[config.mk]
export PLATFORM = sky130hd
export DESIGN_NAME = sfs_top
export DESIGN_NICKNAME = d
export VERILOG_FILES = /design/src/core/sfs_fifo.v /design/src/core/sfs_baud.v /design/src/core/sfs_top.v
export VERILOG_INCLUDE_DIRS = /design/src /design/src/core
export SDC_FILE = /design/constraint.sdc
export NUM_CORES = 2
export LEC_CHECK = 0
export BUFFER_PORTS_ARGS = -buffer_cell sky130_fd_sc_hd__clkbuf_2
export CAP_MARGIN = 40
export CORE_AREA = 2 2 387 197
export CTS_CLUSTER_DIAMETER = 60
export DETAILED_ROUTE_END_ITERATION = 7
export DIE_AREA = 0 0 389 199
export PLACE_DENSITY = 0.86
export SYNTH_ARGS = -nofsm -noshare
export SYNTH_HDL_FRONTEND = slang
export SYNTH_SLANG_ARGS = --single-unit
[constraint.sdc]
create_clock -name clk_i -period 7.9 [get_ports clk_i]
set_clock_uncertainty 0.05 [all_clocks]
set_input_delay 0 -clock clk_i [delete_from_list [all_inputs] [get_ports clk_i]]
set_output_delay 0 -clock clk_i [all_outputs]
set_load 0.01 [all_outputs]
[src/core/sfs_defines.vh]
`ifndef SFS_DEFINES_VH
`define SFS_DEFINES_VH
// Overview of operation
// Framed enable turns select pin into frame sync
// Direction bit: set input, clear drive output
// Polarity bit: set active high, clear low
// Master auto select drives pin while transmitting
// Width bit: whole character or one clock
// Count field sets characters per sync pulse
// Clock source, deep buffer writable only while off
// Software clears clock edge bit in framed mode
// Audio mode forces clock idle polarity high
// Clear, set, invert aliases at 4, 8, C
// Registers reset zero, status resets to 0008
// Unimplemented bits read zero, ignore writes
// Serial pin disable bits are stored only
// Edge select: sync with or before first bit
// Clock source: reference tick or bus clock
// Reserved count codes act as one character

////////////////////////////////////////////////////////////////////////////////
`define SFS_P1_CON      16'h8080
`define SFS_P1_STAT     16'h8090
`define SFS_P1_BUF      16'h80a0
`define SFS_P1_BRG      16'h80b0
`define SFS_P1_CON2     16'h80c0
`define SFS_P2_CON      16'h8100
`define SFS_P2_STAT     16'h8110
`define SFS_P2_BUF      16'h8120
`define SFS_P2_BRG      16'h8130
`define SFS_P2_CON2     16'h8140

`define SFS_OP_WR       2'h0
`define SFS_OP_CLR      2'h1
`define SFS_OP_SET      2'h2
`define SFS_OP_INV      2'h3

////////////////////////////////////////////////////////////////////////////////
`define SFS_B_FRAMED    31
`define SFS_B_FDIR      30
`define SFS_B_FPOL      29
`define SFS_B_MSS       28
`define SFS_B_FWIDTH    27
`define SFS_F_FCNT      26:24
`define SFS_B_CLKSRC    23
`define SFS_B_FEDGE     17
`define SFS_B_DEEP      16
`define SFS_B_ON        15
`define SFS_B_M32       11
`define SFS_B_M16       10
`define SFS_B_CKE       8
`define SFS_B_CKP       6
`define SFS_B_MSTEN     5
`define SFS_B_AUDIO_PROTOCOL_ENABLE     7
`define SFS_B_ROV       6

`define SFS_CON_WMASK   32'hff83_bfff
`define SFS_CON_LOCK    32'h0081_0000
`define SFS_CON2_WMASK  32'h0000_9f8b
`define SFS_BRG_WMASK   32'h0000_1fff
`define SFS_STAT_WMASK  32'h0000_0040
`define SFS_REG_RST     32'h0000_0000
`define SFS_STAT_RST    32'h0000_0008

`define SFS_TX_DEPTH    8
`define SFS_TX_AW       3
`endif

[src/core/sfs_fifo.v]
`timescale 1ns/1ps
// Storage words come out through a register so the array maps onto RAM.
module sfs_fifo #(
	parameter WIDTH = 32,
	parameter DEPTH = 8,
	parameter AW    = 3
) (
	input  wire             clk_i,        // System clock.
	input  wire             rst_i,        // Synchronous reset.
	input  wire [WIDTH-1:0] in_data_i,    // Write word.
	input  wire             in_valid_i,   // Write request.
	output wire             in_ready_o,   // Room for one more word.
	output wire [WIDTH-1:0] out_data_o,   // Head word.
	output wire             out_valid_o,  // Head word present.
	input  wire             out_ready_i,  // Head word taken.
	output wire [AW:0]      level_o       // Words held.
);
	reg [WIDTH-1:0] mem [0:DEPTH-1];
	reg [AW-1:0]    wp_ff;
	reg [AW-1:0]    rp_ff;
	reg [AW:0]      mc_ff;
	reg             ov_ff;
	reg [WIDTH-1:0] od_ff;
	wire [AW:0]     lvl  = mc_ff + {{AW{1'b0}}, ov_ff};
	wire            push = in_valid_i & in_ready_o;
	wire            load = (mc_ff != {(AW+1){1'b0}}) & (~ov_ff | out_ready_i);

	assign in_ready_o  = (lvl < DEPTH);
	assign out_data_o  = od_ff;
	assign out_valid_o = ov_ff;
	assign level_o     = lvl;

	always @(posedge clk_i) begin
		if (rst_i) begin
			wp_ff <= {AW{1'b0}};
			rp_ff <= {AW{1'b0}};
			mc_ff <= {(AW+1){1'b0}};
			ov_ff <= 1'b0;
			od_ff <= {WIDTH{1'b0}};
		end else begin
			if (push) begin
				mem[wp_ff] <= in_data_i;
				wp_ff      <= wp_ff + {{(AW-1){1'b0}}, 1'b1};
			end
			if (load) begin
				od_ff <= mem[rp_ff];
				rp_ff <= rp_ff + {{(AW-1){1'b0}}, 1'b1};
			end
			ov_ff <= load | (ov_ff & ~out_ready_i);
			mc_ff <= mc_ff + {{AW{1'b0}}, push} - {{AW{1'b0}}, load};
		end
	end
endmodule

[src/core/sfs_baud.v]
`timescale 1ns/1ps
// One tick per half bit clock: source rate divided by divisor plus one.
module sfs_baud #(
	parameter DW = 13
) (
	input  wire          clk_i,   // System clock.
	input  wire          rst_i,   // Synchronous reset.
	input  wire          en_i,    // Generator running.
	input  wire          src_i,   // Source rate enable.
	input  wire [DW-1:0] div_i,   // Divisor value.
	output wire          tick_o   // Half period pulse.
);
	reg [DW-1:0] cnt_ff;
	reg          tick_ff;

	assign tick_o = tick_ff;

	always @(posedge clk_i) begin
		if (rst_i || !en_i) begin
			cnt_ff  <= {DW{1'b0}};
			tick_ff <= 1'b0;
		end else begin
			tick_ff <= 1'b0;
			if (src_i) begin
				if (cnt_ff == div_i) begin
					cnt_ff  <= {DW{1'b0}};
					tick_ff <= 1'b1;
				end else begin
					cnt_ff <= cnt_ff + {{(DW-1){1'b0}}, 1'b1};
				end
			end
		end
	end
endmodule

[src/core/sfs_top.v]
`timescale 1ns/1ps
`include "sfs_defines.vh"
module sfs_top (
	input  wire        clk_i,       // System clock, 100 MHz.
	input  wire        rst_i,       // Synchronous reset, active high.
	input  wire        wb_cyc_i,    // Bus cycle.
	input  wire        wb_stb_i,    // Bus strobe.
	input  wire        wb_we_i,     // Bus write.
	input  wire [15:0] wb_adr_i,    // Byte address.
	input  wire [3:0]  wb_sel_i,    // Byte lanes.
	input  wire [31:0] wb_dat_i,    // Write data.
	output wire [31:0] wb_dat_o,    // Read data.
	output wire        wb_ack_o,    // Acknowledge.
	input  wire        ref_tick_i,  // Reference clock output as enable pulse.
	output wire [1:0]  sck_o,       // Serial clock per port.
	output wire [1:0]  sdo_o,       // Serial data out per port.
	input  wire [1:0]  sdi_i,       // Serial data in per port.
	output wire [1:0]  sel_o,       // Select or frame pulse out.
	output wire [1:0]  sel_oe_o,    // Select pin driven.
	input  wire [1:0]  sel_i        // Select or frame pulse in.
);
	localparam ST_IDLE  = 2'd0;
	localparam ST_SYNC  = 2'd1;
	localparam ST_BIT   = 2'd2;
	localparam ST_WAITF = 2'd3;

	////////////////////////////////////////////////////////////////////////////////
	// Returns hit, port, register index and alias operation.
	function [6:0] dec;
		input [15:0] a;
		reg   [2:0]  r;
		reg          h;
		reg          p;
		begin
			r = 3'd0;
			h = 1'b1;
			p = 1'b0;
			case ({a[15:4], 4'h0})
				`SFS_P1_CON:  r = 3'd0;
				`SFS_P1_STAT: r = 3'd1;
				`SFS_P1_BUF:  r = 3'd2;
				`SFS_P1_BRG:  r = 3'd3;
				`SFS_P1_CON2: r = 3'd4;
				`SFS_P2_CON: begin
					r = 3'd0;
					p = 1'b1;
				end
				`SFS_P2_STAT: begin
					r = 3'd1;
					p = 1'b1;
				end
				`SFS_P2_BUF: begin
					r = 3'd2;
					p = 1'b1;
				end
				`SFS_P2_BRG: begin
					r = 3'd3;
					p = 1'b1;
				end
				`SFS_P2_CON2: begin
					r = 3'd4;
					p = 1'b1;
				end
				default: h = 1'b0;
			endcase
			if (a[1:0] != 2'b00)
				h = 1'b0;
			if (r == 3'd2 && a[3:2] != `SFS_OP_WR)
				h = 1'b0;
			dec = {h, p, r, a[3:2]};
		end
	endfunction

	// Bits outside the write mask keep their value, so reserved bits stay zero.
	function [31:0] upd;
		input [31:0] old;
		input [31:0] d;
		input [31:0] bm;
		input [1:0]  op;
		input [31:0] m;
		reg   [31:0] v;
		begin
			case (op)
				`SFS_OP_WR:  v = (old & ~bm) | (d & bm);
				`SFS_OP_CLR: v = old & ~(d & bm);
				`SFS_OP_SET: v = old | (d & bm);
				default:     v = old ^ (d & bm);
			endcase
			upd = (v & m) | (old & ~m);
		end
	endfunction

	////////////////////////////////////////////////////////////////////////////////
	reg         ack_ff;
	reg  [31:0] dat_ff;
	wire [63:0] rd_w;
	wire [6:0]  d   = dec(wb_adr_i);
	wire [31:0] bm  = {{8{wb_sel_i[3]}}, {8{wb_sel_i[2]}}, {8{wb_sel_i[1]}}, {8{wb_sel_i[0]}}};
	wire        acc = wb_cyc_i & wb_stb_i & ~ack_ff;
	wire        wr  = acc & wb_we_i & d[6];
	wire        rd  = acc & ~wb_we_i & d[6];

	assign wb_ack_o = ack_ff;
	assign wb_dat_o = dat_ff;

	// Unmapped addresses are acknowledged and read as zero; alias reads are zero too.
	always @(posedge clk_i) begin
		if (rst_i) begin
			ack_ff <= 1'b0;
			dat_ff <= `SFS_REG_RST;
		end else begin
			ack_ff <= acc;
			dat_ff <= `SFS_REG_RST;
			if (rd && d[1:0] == `SFS_OP_WR)
				dat_ff <= rd_w[{d[5], 5'd0} +: 32];
		end
	end

	////////////////////////////////////////////////////////////////////////////////
	genvar g;
	generate
		for (g = 0; g < 2; g = g + 1) begin : prt
			reg  [31:0] con_ff;
			reg  [31:0] con2_ff;
			reg  [12:0] brg_ff;
			reg  [31:0] rx_ff;
			reg         rbf_ff;
			reg         rov_ff;
			reg  [2:0]  sdi_s_ff;
			reg  [2:0]  sel_s_ff;
			reg         sdi_f_ff;
			reg         sel_f_ff;
			reg  [1:0]  st_ff;
			reg         half_ff;
			reg  [5:0]  bit_ff;
			reg  [4:0]  chr_ff;
			reg  [31:0] sh_ff;
			reg  [31:0] rxs_ff;
			reg         fs_ff;
			reg         done_ff;
			reg         sck_ff;
			reg         sdo_ff;
			reg         sel_ff;
			reg         seloe_ff;
			wire        me     = (d[5] == (g == 1));
			wire        w_con  = wr & me & (d[4:2] == 3'd0);
			wire        w_stat = wr & me & (d[4:2] == 3'd1);
			wire        w_buf  = wr & me & (d[4:2] == 3'd2);
			wire        w_brg  = wr & me & (d[4:2] == 3'd3);
			wire        w_con2 = wr & me & (d[4:2] == 3'd4);
			wire        pop_rx = rd & me & (d[4:2] == 3'd2) & (d[1:0] == `SFS_OP_WR);
			wire        on     = con_ff[`SFS_B_ON];
			wire        run    = on & con_ff[`SFS_B_MSTEN];
			wire        framed = con_ff[`SFS_B_FRAMED];
			wire        fdir   = con_ff[`SFS_B_FDIR];
			wire        fpol   = con_ff[`SFS_B_FPOL];
			wire        fwid   = con_ff[`SFS_B_FWIDTH];
			wire        fedge  = con_ff[`SFS_B_FEDGE];
			wire        idle   = con_ff[`SFS_B_CKP] | con2_ff[`SFS_B_AUDIO_PROTOCOL_ENABLE];
			wire        ecke   = con_ff[`SFS_B_CKE] & ~framed;
			wire [2:0]  fcnt   = con_ff[`SFS_F_FCNT];
			wire [5:0]  grp    = (fcnt > 3'd5) ? 6'd1 : (6'd1 << fcnt);
			wire [5:0]  last   = grp - 6'd1;
			wire [5:0]  wlen   = con_ff[`SFS_B_M32] ? 6'd32 :
			                     con_ff[`SFS_B_M16] ? 6'd16 : 6'd8;
			wire [5:0]  sham   = 6'd32 - wlen;
			wire        fs_in  = (sel_f_ff == fpol);
			wire        tick;
			wire [31:0] f_dat;
			wire        f_val;
			wire        f_rdy;
			wire [3:0]  f_lvl;
			wire        pop_tx = run & (st_ff == ST_IDLE) & f_val;
			wire [31:0] ld     = f_dat << sham;
			wire        busy   = (st_ff != ST_IDLE);
			// A shallow buffer holds one word until the shifter takes it.
			wire        tbf    = ~f_rdy | (~con_ff[`SFS_B_DEEP] & (f_lvl != 4'd0));
			wire [31:0] stat_v = {11'h000, 1'b0, f_lvl, 4'h0, busy, 4'h0, rov_ff,
			                      2'b00, (f_lvl == 4'd0), 1'b0, tbf, rbf_ff};
			wire [31:0] stat_w = upd(stat_v, wb_dat_i, bm, d[1:0], `SFS_STAT_WMASK);
			wire [31:0] con_m  = on ? (`SFS_CON_WMASK & ~`SFS_CON_LOCK) : `SFS_CON_WMASK;
			wire [31:0] brg_w  = upd({19'h0_0000, brg_ff}, wb_dat_i, bm, d[1:0], `SFS_BRG_WMASK);

			sfs_fifo #(
				.WIDTH (32),
				.DEPTH (`SFS_TX_DEPTH),
				.AW    (`SFS_TX_AW)
			) u_txq (
				.clk_i       (clk_i),
				.rst_i       (rst_i),
				.in_data_i   (wb_dat_i & bm),
				.in_valid_i  (w_buf & ~tbf),
				.in_ready_o  (f_rdy),
				.out_data_o  (f_dat),
				.out_valid_o (f_val),
				.out_ready_i (pop_tx),
				.level_o     (f_lvl)
			);

			sfs_baud #(
				.DW (13)
			) u_baud (
				.clk_i  (clk_i),
				.rst_i  (rst_i),
				.en_i   (run),
				.src_i  (con_ff[`SFS_B_CLKSRC] ? ref_tick_i : 1'b1),
				.div_i  (brg_ff),
				.tick_o (tick)
			);

			// The pin disable bits are kept as storage only; pin routing is elsewhere.
			always @(posedge clk_i) begin
				if (rst_i) begin
					con_ff  <= `SFS_REG_RST;
					con2_ff <= `SFS_REG_RST;
					brg_ff  <= 13'h0000;
				end else begin
					if (w_con)
						con_ff <= upd(con_ff, wb_dat_i, bm, d[1:0], con_m);
					if (w_con2)
						con2_ff <= upd(con2_ff, wb_dat_i, bm, d[1:0], `SFS_CON2_WMASK);
					if (w_brg)
						brg_ff <= brg_w[12:0];
				end
			end

			// A character that completes while software clears the overflow flag still sets it.
			always @(posedge clk_i) begin
				if (rst_i) begin
					rx_ff  <= `SFS_REG_RST;
					rbf_ff <= 1'b0;
					rov_ff <= 1'b0;
				end else begin
					if (done_ff && (!rbf_ff || pop_rx)) begin
						rx_ff  <= rxs_ff;
						rbf_ff <= 1'b1;
					end else if (pop_rx) begin
						rbf_ff <= 1'b0;
					end
					rov_ff <= (done_ff & rbf_ff & ~pop_rx) |
					          (w_stat ? stat_w[`SFS_B_ROV] : rov_ff);
				end
			end

			// Pin inputs are filtered: a change counts once two late stages agree.
			always @(posedge clk_i) begin
				if (rst_i) begin
					sdi_s_ff <= 3'h0;
					sel_s_ff <= 3'h0;
					sdi_f_ff <= 1'b0;
					sel_f_ff <= 1'b0;
				end else begin
					sdi_s_ff <= {sdi_s_ff[1:0], sdi_i[g]};
					sel_s_ff <= {sel_s_ff[1:0], sel_i[g]};
					if (sdi_s_ff[2] == sdi_s_ff[1])
						sdi_f_ff <= sdi_s_ff[1];
					if (sel_s_ff[2] == sel_s_ff[1])
						sel_f_ff <= sel_s_ff[1];
				end
			end

			////////////////////////////////////////////////////////////////////////
			always @(posedge clk_i) begin
				if (rst_i || !run) begin
					st_ff   <= ST_IDLE;
					half_ff <= 1'b0;
					bit_ff  <= 6'd0;
					chr_ff  <= 5'd0;
					sh_ff   <= 32'h0000_0000;
					rxs_ff  <= 32'h0000_0000;
					fs_ff   <= 1'b0;
					done_ff <= 1'b0;
					sck_ff  <= rst_i ? 1'b0 : idle;
					sdo_ff  <= 1'b0;
				end else begin
					done_ff <= 1'b0;
					case (st_ff)
						ST_IDLE: begin
							sck_ff <= idle;
							if (f_val) begin
								sh_ff   <= ld;
								sdo_ff  <= ld[31];
								rxs_ff  <= 32'h0000_0000;
								bit_ff  <= 6'd0;
								half_ff <= 1'b0;
								if (framed && chr_ff == 5'd0) begin
									if (fdir) begin
										st_ff <= ST_WAITF;
									end else begin
										fs_ff <= 1'b1;
										st_ff <= fedge ? ST_BIT : ST_SYNC;
									end
								end else begin
									st_ff <= ST_BIT;
								end
							end
						end
						ST_WAITF: begin
							if (fs_in)
								st_ff <= ST_BIT;
						end
						ST_SYNC: begin
							if (tick) begin
								half_ff <= ~half_ff;
								if (half_ff) begin
									st_ff <= ST_BIT;
									if (!fwid)
										fs_ff <= 1'b0;
								end
							end
						end
						ST_BIT: begin
							if (tick) begin
								sck_ff  <= ~sck_ff;
								half_ff <= ~half_ff;
								if (half_ff == ~ecke)
									rxs_ff <= {rxs_ff[30:0], sdi_f_ff};
								if (half_ff) begin
									if ((!fwid && bit_ff == 6'd0) || (fwid && !fedge && bit_ff == wlen - 6'd2))
										fs_ff <= 1'b0;
									if (bit_ff == wlen - 6'd1) begin
										st_ff   <= ST_IDLE;
										done_ff <= 1'b1;
										fs_ff   <= 1'b0;
										chr_ff  <= (framed && chr_ff != last[4:0]) ?
										           chr_ff + 5'd1 : 5'd0;
									end else begin
										bit_ff <= bit_ff + 6'd1;
										sh_ff  <= sh_ff << 1;
										sdo_ff <= sh_ff[30];
									end
								end
							end
						end
						default: st_ff <= ST_IDLE;
					endcase
				end
			end

			always @(posedge clk_i) begin
				if (rst_i) begin
					sel_ff   <= 1'b0;
					seloe_ff <= 1'b0;
				end else if (on && framed) begin
					seloe_ff <= ~fdir;
					sel_ff   <= fpol ? fs_ff : ~fs_ff;
				end else if (run && con_ff[`SFS_B_MSS]) begin
					seloe_ff <= 1'b1;
					sel_ff   <= fpol ? (busy | pop_tx) : ~(busy | pop_tx);
				end else begin
					seloe_ff <= 1'b0;
					sel_ff   <= 1'b0;
				end
			end

			assign rd_w[g*32 +: 32] = (d[4:2] == 3'd0) ? con_ff :
			                          (d[4:2] == 3'd1) ? stat_v :
			                          (d[4:2] == 3'd2) ? rx_ff :
			                          (d[4:2] == 3'd3) ? {19'h0_0000, brg_ff} : con2_ff;
			assign sck_o[g]    = sck_ff;
			assign sdo_o[g]    = sdo_ff;
			assign sel_o[g]    = sel_ff;
			assign sel_oe_o[g] = seloe_ff;
		end
	endgenerate
endmodule

==> results.md <==
* Most common cell in the synthesized netlist: edfxtp_1
* Dominant cells by area after synthesis: edfxtp_1, dfxtp_1, mux4_2
* Post-synth ARST share at 0%
* Syn_nets at 4319
* Max FO, Critical Path at 52
* Bufs on Longest Clock Path at 3
* Avg Cell Area, Syn at 11.1 sq um
* Die height at 199 microns
* Die width at 389 microns
* Power per cell area at 253 nW/um^2
* Warnings, synthesis at 0
* RSZ-0062 raised after global routing: false
* Post-synth top cells: edfxtp_1, dfxtp_1, nand2_1
* #FFs+latches synth at 1007
* Core area at 74300 sq um
* Overflow after GRT at 0
* Leakage at 17.0 nW
* Yosys top cell area share at 33.8%
* Global-route wire length before repair at 200 mm
* Pin count of the biggest net entering global routing at 102
* Via/cell ratio at 6.66
* Worst EP arrival at 4.47 ns
* Clock latency at the later pin of the worst-skew pair at 0.68 ns
* Drt first pass iters at 8
* Io pins at 103
* Post-route clock period utilization at 52.7%
* TNS Setup at 0 ns
* Sequential area share after synthesis at 55.4%
* Cells after Synth at 4107
* Fin area at 50600 sq um
* Area added between synthesis and finish at 10.8%
* Top FF cell, synth: edfxtp_1
* CTS buffer count at 82
* Via count at 34500
* Clk sinks at 1007
* Violated checks: design-rule violations
* Status: complete, but fails checks
* Layout net count at 4330
* DR iter-0 viols at 5759
* Max-cap viol count at 0
* Final hold violation count at 0
* Max-slew violations at 0
* Port-buffer cells at 102
* Gr usage total at 34.3%
* Slew of the pin with the lowest slew margin at 1.01 ns
* Largest area contributor in the netlist: edfxtp_1
* Initial core utilization at 61.5%
* Gpl congestion at 1.04
* H-tree levels at 3
* Slew Limit Headroom at 32.6%
* Minimum clock period at 4.17 ns
* DRC viols at 23
* Worst-path clk slew at 0.07 ns
* Post-synth EDFFs at 514
* Initial antenna violation count at 12
* CP required at 8.21 ns
* Site Rows at 71
* Max VDD drop at 0.193 mV
* Number of post-CTS setup repair buffers at 0
* FMAX at 240 MHz
* CP endpoint kind: register
* Final setup fails at 0
* Post-detail-place hpwl at 88.2 mm
* Post-Route WL at 134 mm
* Syn Std Cell Area at 45700 sq um
* Routed Antenna Nets at 0
* Setup CP Type: input pin to register
* Type of origin of the critical path: input pin
* Vias in the first global route at 32500
* Share of layout cells above drive strength 1 at 12.4%
* CTS hold repair buffers at 27
* Die area at 77400 sq um
* Root Buffer: clkbuf_16
* Post-cts sizing count at 0
* DP Area at 47400 sq um
* CTS tree: done
* Wire per inst at 25.8 microns
* Unique cell type count in the Yosys netlist at 64
* Worst min path class: input pin to register
-- state kept, by name, summed over array words and instances, names as in the netlist, 4 cells and up --
register / flops
prt.bit_ff: 12
prt.brg_ff: 26
prt.chr_ff: 10
prt.con2_ff: 20
prt.con_ff: 52
prt.rx_ff: 64
prt.rxs_ff: 64
prt.sdi_s_ff: 6
prt.sel_s_ff: 6
prt.sh_ff: 62
prt.st_ff: 4
prt.u_baud.cnt_ff: 26
prt.u_txq.mc_ff: 8
prt.u_txq.mem: 512
prt.u_txq.out_data_o: 64
prt.u_txq.rp_ff: 6
prt.u_txq.wp_ff: 6
wb_dat_o: 32
-- where the power goes --
part / internal, W / switching, W
Clock: 0.00231 / 0.00194
Combinational: 0.00107 / 0.00150
Sequential: 0.00568 / 0.000303
-- layout by cell type (no fill, tap or decap), types with 9 or more instances in the layout --
| cell | n |
|---|---|
| a211oi_1 | 243 |
| a21oi_1 | 391 |
| a22oi_1 | 48 |
| and2_1 | 11 |
| and3_1 | 11 |
| buf_16 | 13 |
| buf_4 | 62 |
| clkbuf_1 | 24 |
| clkbuf_16 | 86 |
| clkbuf_2 | 99 |
| clkbuf_8 | 13 |
| clkinv_2 | 10 |
| dfxtp_1 | 487 |
| diode_2 | 10 |
| dlygate4sd3_1 | 27 |
| edfxtp_1 | 514 |
| ha_1 | 146 |
| inv_1 | 150 |
| mux2_2 | 20 |
| mux2i_1 | 245 |
| mux4_2 | 132 |
| nand2_1 | 446 |
| nand2b_1 | 25 |
| nand3_1 | 62 |
| nand4_1 | 32 |
| nor2_1 | 429 |
| nor2_4 | 9 |
| nor2b_1 | 39 |
| nor3_1 | 37 |
| nor3b_1 | 10 |
| nor4_1 | 21 |
| o21ai_0 | 70 |
| or3_1 | 12 |
| xnor2_1 | 49 |
| xor2_1 | 48 |
-- area by class of cell --
cell class | instances | area (sq um)
diodes | 10 | 25.0
clock buffers | 123 | 2420
clock inverters | 30 | 323
fillers | 5040 | 23700
inverters | 153 | 574
multi-input cells | 2657 | 18900
flip-flops and latches | 1007 | 25300
well taps | 985 | 1230
repair buffers | 217 | 1830
-- metal layers --
metal	vias to the layer above	GRT usage, %	part of all wire (%)
li1	14900	-	-
met1	16600	48.8	39
met2	2587	46.9	40
met3	363	16.1	18
met4	8	8.97	2.6
met5	-	0	0.15
-- final timing paths --
check	start	to	slack, ns	cells after the start
setup / recovery	wb_adr_i[13]	prt[1].u_txq.mem[5][0]	3.73	11
hold / removal	wb_dat_i[28]	prt[0].con_ff[28]	0.04	8
setup reg to reg	prt[1].st_ff[0]	prt[1].sh_ff[2]	4.08	10
hold reg to reg	prt[0].sdi_s_ff[0]	prt[0].sdi_s_ff[1]	0.40	1
-- stage by stage --
stage	setup slack, ns	cells	hold slack, ns	util [%]	power (W)
CTS	3.89	5161	0.00704	67.9	0.0127
global placement	3.61	4958	0.168	63.2	0.00832
floorplan	2.17	4107	0.0782	-	0.00772
global route	3.69	5172	0.0526	68.1	0.0132
finish	3.73	5182	0.0444	68.1	0.0128
detailed placement	3.76	4981	0.164	63.8	0.00848
-- cell families (layout without fill, tap and decap cells) --
kind of cell / after synthesis / in the layout / synth area share (%)
AND/OR/NAND/NOR: 1189 / 1189 / 11.4
flip-flops: 1007 / 1007 / 55.4
AO/OA/AOI/OAI: 823 / 823 / 11.0
buffers and inverters: 443 / 523 / 3.76
multiplexers: 398 / 398 / 12.4
adder cells (fa/ha/maj): 150 / 150 / 4.14
XOR/XNOR: 97 / 97 / 1.86
other: 0 / 10 / 0
-- critical path, cell delays in order --
cell and delay, ns:
dlygate4sd3_1 0.55, clkbuf_2 0.13, or4b_1 0.69, nor4_4 0.25
buf_4 0.61, nand3_2 0.30, or3_1 0.65, inv_2 0.19
nand2_1 0.25, nor2_4 0.57, buf_16 0.24
Note: power is estimated with default switching activity, not from simulation.
